## src/verilog/abt_pkg.sv

```systemverilog
package abt_pkg;

    // ----------------------------------------
    // Instruction codes
    // ----------------------------------------
    localparam logic [7:0] INS_FETCH = 8'h12;
    localparam logic [7:0] INS_TERM_RSP = 8'h14;
    localparam logic [7:0] INS_ENVELOPE = 8'hC2;

    // ----------------------------------------
    // Status words
    // ----------------------------------------
    localparam logic [15:0] SW_OK = 16'h9000;
    localparam logic [7:0] SW1_OK = 8'h90;
    localparam logic [7:0] SW2_OK = 8'h00;
    localparam logic [7:0] SW1_PENDING = 8'h91;
    localparam logic [15:0] SW_TK_BUSY = 16'h9300;
    localparam logic [7:0] SW1_MORE = 8'h61;
    localparam logic [7:0] SW1_WARN_A = 8'h62;
    localparam logic [7:0] SW1_WARN_B = 8'h63;
    localparam logic [3:0] SW1_APP_HI = 4'h9;

    // ----------------------------------------
    // Sizes and header layout
    // ----------------------------------------
    localparam int HDR_BYTES = 4;
    localparam int HDR_INS = 1;
    localparam int BLK_MAX = 254;
    localparam int RSP_MAX = 256;

    typedef enum logic [2:0] {
        ABT_IDLE,
        ABT_CMD,
        ABT_EXEC,
        ABT_DATA,
        ABT_SW1,
        ABT_SW2
    } abt_state_e;

endpackage

```

## src/verilog/abt_sw_filter.sv

```systemverilog
`timescale 1ns/1ps
module abt_sw_filter (
    input wire logic [15:0] sw,
    input wire logic pending,
    input wire logic tk_busy,
    input wire logic is_envelope,
    output logic [15:0] sw_out,
    output logic data_ok
);
    logic [15:0] s;
    always_comb begin
        s = sw;
        if (is_envelope && tk_busy) begin
            s = abt_pkg::SW_TK_BUSY;
        end else if (sw == abt_pkg::SW_OK && pending) begin
            s = {abt_pkg::SW1_PENDING, 8'h00};
        end
        sw_out = s;
        // Data only travels with these status classes
        data_ok = (s[15:8] == abt_pkg::SW1_MORE) || (s[15:8] == abt_pkg::SW1_WARN_A) ||
                  (s[15:8] == abt_pkg::SW1_WARN_B) || (s[15:12] == abt_pkg::SW1_APP_HI);
    end
endmodule

```

## src/verilog/abt_card_transport.sv

```systemverilog
`timescale 1ns/1ps
// What this block does
// - Response data only with 61,62,63,9X status
// - Long responses split over chained blocks
// - All four data cases supported
// - Exactly one response per command
// - 91XX replaces 9000 when proactive pending
// - Fetch answered with command then 90 00
// - Busy toolkit answers envelope with 9300
// - Proactive sequence independent of transport protocol
module abt_card_transport #(
    parameter int BLK_MAX = abt_pkg::BLK_MAX
) (
    input wire logic clk,
    input wire logic rst_n,
    input wire logic [7:0] rx_byte,
    input wire logic rx_valid,
    input wire logic rx_blk_end,
    input wire logic rx_chained,
    output logic [7:0] tx_byte,
    output logic tx_valid,
    output logic tx_blk_end,
    output logic tx_chained,
    input wire logic tx_ready,
    output logic [7:0] cmd_ins,
    output logic [7:0] cmd_byte,
    output logic cmd_byte_valid,
    output logic cmd_start,
    output logic cmd_done,
    input wire logic [7:0] rsp_byte,
    input wire logic rsp_valid,
    output logic rsp_ready,
    input wire logic rsp_last,
    input wire logic rsp_none,
    input wire logic [15:0] rsp_sw,
    input wire logic rsp_sw_valid,
    input wire logic tk_busy,
    input wire logic pro_load,
    input wire logic [7:0] pro_byte,
    input wire logic [7:0] pro_len,
    output logic pro_pending
);

    // ----------------------------------------
    // State
    // ----------------------------------------
    typedef struct packed {
        abt_pkg::abt_state_e st;
        logic [2:0] hdr_cnt;
        logic [7:0] ins;
        logic [7:0] blk_cnt;
        logic [15:0] sw;
        logic fetch;
        logic pend;
        logic [7:0] plen;
        logic [7:0] pidx;
        logic [7:0] tx_byte;
        logic tx_valid;
        logic tx_blk_end;
        logic tx_chained;
        logic [7:0] cmd_byte;
        logic cmd_byte_valid;
        logic cmd_start;
        logic cmd_done;
        logic rsp_ready;
    } abt_s;

    abt_s r;
    abt_s next_r;

    logic [15:0] sw_final;
    logic data_ok;

    abt_sw_filter u_filter (
        .sw(r.sw),
        .pending(r.pend),
        .tk_busy(tk_busy),
        .is_envelope(r.ins == abt_pkg::INS_ENVELOPE),
        .sw_out(sw_final),
        .data_ok(data_ok)
    );

    // Proactive command byte store
    logic [7:0] pro_mem [0:255];
    always_ff @(posedge clk) begin
        if (pro_load) begin
            pro_mem[pro_len] <= pro_byte;
        end
    end

    // ----------------------------------------
    // Next state
    // ----------------------------------------
    always_comb begin
        logic tx_go;
        logic byte_out;
        logic [7:0] b;
        tx_go = 1'b0;
        byte_out = 1'b0;
        b = 8'h00;
        next_r = r;
        next_r.cmd_byte_valid = 1'b0;
        next_r.cmd_start = 1'b0;
        next_r.cmd_done = 1'b0;
        next_r.rsp_ready = 1'b0;
        tx_go = r.tx_valid && tx_ready;
        if (tx_go) begin
            next_r.tx_valid = 1'b0;
            next_r.tx_blk_end = 1'b0;
            next_r.tx_chained = 1'b0;
        end
        case (r.st)
            abt_pkg::ABT_IDLE: begin
                if (rx_valid) begin
                    next_r.hdr_cnt = 3'd1;
                    next_r.st = abt_pkg::ABT_CMD;
                    next_r.cmd_start = 1'b1;
                    next_r.cmd_byte = rx_byte;
                    next_r.cmd_byte_valid = 1'b1;
                    next_r.fetch = 1'b0;
                end
            end
            abt_pkg::ABT_CMD: begin
                // Command bytes accepted across chained blocks
                if (rx_valid) begin
                    if (r.hdr_cnt == 3'(abt_pkg::HDR_INS)) begin
                        next_r.ins = rx_byte;
                        next_r.fetch = (rx_byte == abt_pkg::INS_FETCH);
                    end
                    if (r.hdr_cnt < 3'(abt_pkg::HDR_BYTES)) begin
                        next_r.hdr_cnt = r.hdr_cnt + 3'd1;
                    end
                    next_r.cmd_byte = rx_byte;
                    next_r.cmd_byte_valid = 1'b1;
                end
                if (rx_valid && rx_blk_end && !rx_chained) begin
                    next_r.cmd_done = 1'b1;
                    next_r.st = abt_pkg::ABT_EXEC;
                    next_r.blk_cnt = 8'h00;
                    next_r.pidx = 8'h00;
                end
            end
            abt_pkg::ABT_EXEC: begin
                if (r.fetch) begin
                    // Proactive command served then 90 00
                    next_r.sw = {abt_pkg::SW1_OK, abt_pkg::SW2_OK};
                    next_r.pend = 1'b0;
                    next_r.st = (r.plen != 8'h00) ? abt_pkg::ABT_DATA : abt_pkg::ABT_SW1;
                end else if (rsp_sw_valid) begin
                    next_r.sw = rsp_sw;
                    next_r.st = rsp_none ? abt_pkg::ABT_SW1 : abt_pkg::ABT_DATA;
                end
            end
            abt_pkg::ABT_DATA: begin
                if (!r.tx_valid || tx_go) begin
                    if (r.fetch) begin
                        b = pro_mem[r.pidx];
                        byte_out = 1'b1;
                        next_r.pidx = r.pidx + 8'h01;
                        if (r.pidx + 8'h01 == r.plen) begin
                            next_r.st = abt_pkg::ABT_SW1;
                        end
                    end else if (!data_ok) begin
                        next_r.st = abt_pkg::ABT_SW1;
                    end else if (rsp_valid && !r.rsp_ready) begin
                        // Skip the cycle in which the producer steps past a taken byte
                        b = rsp_byte;
                        byte_out = 1'b1;
                        next_r.rsp_ready = 1'b1;
                        if (rsp_last) begin
                            next_r.st = abt_pkg::ABT_SW1;
                        end
                    end
                end
                if (byte_out) begin
                    next_r.tx_byte = b;
                    next_r.tx_valid = 1'b1;
                    // Block full: close it and chain the rest
                    if (r.blk_cnt == 8'(BLK_MAX - 1)) begin
                        next_r.tx_blk_end = 1'b1;
                        next_r.tx_chained = 1'b1;
                        next_r.blk_cnt = 8'h00;
                    end else begin
                        next_r.blk_cnt = r.blk_cnt + 8'h01;
                    end
                end
            end
            abt_pkg::ABT_SW1: begin
                if (!r.tx_valid || tx_go) begin
                    next_r.tx_byte = r.fetch ? r.sw[15:8] : sw_final[15:8];
                    next_r.tx_valid = 1'b1;
                    next_r.st = abt_pkg::ABT_SW2;
                end
            end
            abt_pkg::ABT_SW2: begin
                if (!r.tx_valid || tx_go) begin
                    // One response closes every command
                    next_r.tx_byte = r.fetch ? r.sw[7:0] :
                        ((sw_final[15:8] == abt_pkg::SW1_PENDING) ? r.plen : sw_final[7:0]);
                    next_r.tx_valid = 1'b1;
                    next_r.tx_blk_end = 1'b1;
                    next_r.tx_chained = 1'b0;
                    next_r.st = abt_pkg::ABT_IDLE;
                end
            end
            default: begin
                next_r.st = abt_pkg::ABT_IDLE;
            end
        endcase
        // A load wins over the clear made by a fetch in the same cycle
        if (pro_load) begin
            next_r.plen = pro_len + 8'h01;
            next_r.pend = 1'b1;
        end
    end

    // ----------------------------------------
    // Registers
    // ----------------------------------------
    always_ff @(posedge clk or negedge rst_n) begin
        if (!rst_n) begin
            r <= '0;
        end else begin
            r <= next_r;
        end
    end

    assign tx_byte = r.tx_byte;
    assign tx_valid = r.tx_valid;
    assign tx_blk_end = r.tx_blk_end;
    assign tx_chained = r.tx_chained;
    assign cmd_ins = r.ins;
    assign cmd_byte = r.cmd_byte;
    assign cmd_byte_valid = r.cmd_byte_valid;
    assign cmd_start = r.cmd_start;
    assign cmd_done = r.cmd_done;
    assign rsp_ready = r.rsp_ready;
    assign pro_pending = r.pend;

endmodule

```

## config.mk

```make
export PLATFORM = sky130hd
export DESIGN_NAME = abt_card_transport
export DESIGN_NICKNAME = d
export VERILOG_FILES = /design/src/verilog/abt_pkg.sv /design/src/verilog/abt_sw_filter.sv /design/src/verilog/abt_card_transport.sv
export SDC_FILE = /design/constraint.sdc
export NUM_CORES = 2
export LEC_CHECK = 0
export BUFFER_PORTS_ARGS = -buffer_cell sky130_fd_sc_hd__buf_2
export CAP_MARGIN = 0
export CORE_ASPECT_RATIO = 1.2
export CORE_MARGIN = 2
export CORE_UTILIZATION = 60
export DETAILED_ROUTE_END_ITERATION = 8
export PLACE_DENSITY = 0.76
export SYNTH_ARGS = -nofsm -noshare
export SYNTH_HDL_FRONTEND = slang
export SYNTH_SLANG_ARGS = --single-unit
```

## constraint.sdc

```tcl
create_clock -name clk -period 4.7 [get_ports clk]
set_input_delay 0.235 -clock clk [delete_from_list [all_inputs] [get_ports clk]]
set_output_delay 0.235 -clock clk [all_outputs]
set_load 0.02 [all_outputs]
```

==> flow_metrics.tcl <==
set metrics [dict create \
    cts_resized 0 \
    1st_iter_drt_viols 7075 \
    globalplace.congestion 0.933 \
    die_area_um2 143000 \
    gr-usage-all-layers_pct 30.5 \
    crit_fanout 47 \
    reg2reg_slack_ps 600 \
    finalCoreUtilization_pct 67.3 \
    final-hold-violation-count 0 \
    floorplan.core_area_um2 139000 \
    clk_transition_reported_paths_ps 70 \
    synth.top_cells.by_count "edfxtp_1, mux4_2, nor2_1, mux2i_1, nand2_1" \
    data_arrival_time_of_the_critical_path_ps 4810 \
    post_synth_num_cell_types 70 \
    seq_power_share_pct 51.1 \
    fin_crit_ps 4100 \
    worst_path_largest_cell_delay_ps 670 \
    detail_route.wirelength_um 218000 \
    maxCapViolCount 0 \
    wire_length_of_the_first_global_routing_pass_um 315000 \
    power_per_cell_area_nw_per_um2 447 \
    critical_path.startpoint "r[26]" \
    critical_path.cell_chain "buf_4 -> buf_4 -> nand3_1 -> nor3_1 -> xnor2_1 -> nand4_1 -> nor4_1 -> o21ai_1 -> o21ai_0 -> o31ai_1 -> dlygate4sd3_1" \
    cts_htree_levels 4 \
    worst_skew_pair.late_latency_ps 820 \
    ys_warn_count 0 \
    worst_r2r_path_depth 11 \
    p_clk_share_pct 37.9 \
    finalClockSkew_ps 26.5 \
    max_slew_margin_pct 13.6 \
    cp_top_family "buffers and inverters" \
    vias_per_cell 6.95 \
    grt_max_degree 181 \
    finalSetupViolCount 0 \
    worstHoldPathType "in -> reg" \
    crit_end "r[78]" \
    timing.critical_path.from_type "register" \
    post_route_cells_drive_above_1_share_pct 19.9 \
    antenna_violations_before_repair 3 \
    netSwitchingFraction_pct 24.1 \
    min_period_over_period_pct 87.2 \
    rsz0062_at_grt "no" \
    final_slew_viol_count 0 \
    synth.area.top_cells "edfxtp_1, mux4_2, mux2i_1" \
    first_pass_iters 9 \
    timing.setup.critical_path_class "reg -> reg" \
    fraction_of_registers_with_async_set_or_reset_after_synthesis_pct 3.71 \
    postSynthNetCount 4453 \
    die_height_um 414 \
    cpMostUsedCell "buf_4" \
    dp.final_hpwl_um 130000 \
    number_of_nets_still_failing_antenna_checks_after_routing 0 \
    total_switching_power_w 0.0101 \
    num_rows 150 \
    power.ir.vdd_worst_uv 345 \
    synthesis.area_per_instance_um2 19.2 \
    route.detailed.wl_per_inst_um 33.2 \
    timing.fmax_ghz 0.244 \
    cts.root.buffer_cell "clkbuf_16" \
    worstReg2RegEnd "r[78]" \
    start_util_pct 60.5 \
    placedInstanceArea_um2 86600 \
    final.hold.worst_slack_ps 63.9 \
    p_leak_nw 28.7 \
    grt_remaining_overflow 0 \
    ctsLongestPathBuffers 3 \
    yosysTopAreaCellShare_pct 73.0 \
    fin_tns_setup_ps 0 \
    ys_seq_elements 2127 \
    floorplan.die.width_um 346 \
    post-synth-top-count-cell "edfxtp_1" \
    design.portCount 92 \
    critical_path_required_ps 5410 \
    number_of_port_buffers 91 \
    cp-end-kind "register" \
    r2r_start "r[26]" \
    synth.cell_area_um2 84200 \
    yosys_most_used_dff "edfxtp_1" \
    finish.net_count 4647 \
    final_cell_area_um2 93700 \
    clock_sinks 2127 \
    result_of_the_run "completed" \
    synth_enable_flop_cells 2048 \
    synth_area_leader_cell "edfxtp_1" \
    drc 0 \
    flow.area_growth_from_synthesis_pct 11.3 \
    int_power_w 0.0318 \
    critical_path_depth 11 \
    first_global_vias 45200 \
    tritoncts "built" \
    num_vias 45600 \
    critPathBufInv 3 \
    worst_tran_pin_value_ps 1300 \
    tritoncts_buffer_count 193 \
    p_comb_share_pct 11.1 \
    ys_seq_area_share_pct 75.4 \
    netlist_instances 4384 \
    power.total_w 0.0419 \
    critical-path-slowest-cell "dfrtp_4" \
]
-- flip-flops by register name, indices dropped and copies added, names as in the netlist, 8 cells and up --
| signal | cells |
|---|---|
| pro_mem | 2048 |
| r | 47 |
| cmd_byte | 8 |
| cmd_ins | 8 |
| tx_byte | 8 |
-- metal layers --
| layer | vias up | track usage, % | part of all wire, % |
|---|---|---|---|
| li1 | 18300 | - | - |
| met1 | 23300 | 40.8 | 35 |
| met2 | 3390 | 47.9 | 48 |
| met3 | 616 | 6.64 | 12 |
| met4 | 2 | 15.5 | 5.7 |
| met5 | - | 0 | 0.0051 |
-- timing repair --
action,in CTS,in global routing
setup buffers,0,0
hold endpoints to repair,172,0
hold buffers,73,0
-- per-stage QoR --
step	setup slack, ps	instances
global route	530	6562
global placement	897	6134
floorplan	2270	4384
detailed placement	901	6134
CTS	806	6562
finish	602	6563
-- logic make-up after synthesis --
family,synth area share [%]
flops,75.4
simple gates,3.98
mux,14.0
compound gates,4.27
buf+inv,2.12
xor+xnor,0.156
fa+ha+maj,0.134
-- layout by cell type (no fill, tap or decap), drive strengths merged, types with 9 or more instances in the layout --
| cell | n |
|---|---|
| bufinv | 21 |
| o22ai | 16 |
| mux2i | 239 |
| buf | 207 |
| nand3 | 122 |
| nand2b | 14 |
| clkbuf | 251 |
| a22oi | 117 |
| nor2b | 19 |
| ha | 9 |
| clkinv | 82 |
| a221o | 20 |
| nand2 | 169 |
| o211ai | 50 |
| dfrtp | 79 |
| mux2 | 16 |
| dlygate4sd3 | 73 |
| a211oi | 12 |
| o2111ai | 14 |
| nor2 | 336 |
| nor3 | 19 |
| mux4 | 408 |
| o21ai | 118 |
| nand4 | 30 |
| inv | 19 |
| a221oi | 76 |
| a21oi | 43 |
| edfxtp | 2048 |
-- final cells by class --
| type | count | area, um2 |
|---|---|---|
| clock buffers | 243 | 5190 |
| fillers | 8518 | 45500 |
| well taps | 1824 | 2280 |
| repair buffers | 288 | 2530 |
| clock inverters | 112 | 1150 |
| diodes | 1 | 2.50 |
| multi-input cells | 1952 | 19000 |
| inverters | 16 | 62.6 |
| flip-flops and latches | 2127 | 63500 |
-- worst min-delay path by stage --
stage / slack [ps] / startpoint / depth (start not counted) / end
3_3_place_gp: 450 / cmd_byte[6] / 2 / cmd_byte[6]
6_report: 60 / pro_byte[0] / 1 / pro_mem[148][0]
5_1_grt: 90 / pro_byte[0] / 1 / pro_mem[151][0]
4_1_cts: 30 / rsp_valid / 5 / tx_valid
3_5_place_dp: 460 / cmd_byte[0] / 2 / cmd_byte[0]
2_1_floorplan: -60 / rst_n / 0 / cmd_byte[0]
-- power groups by stage --
stage | sequential [W] | combinational [W] | clock (W)
floorplan | 0.0216 | 0.00294 | 0
global route | 0.0214 | 0.00486 | 0.0166
CTS | 0.0213 | 0.00455 | 0.0159
finish | 0.0214 | 0.00464 | 0.0159
global placement | 0.0217 | 0.00429 | 0
detailed placement | 0.0217 | 0.00435 | 0
Note: power is estimated with default switching activity, not from simulation.
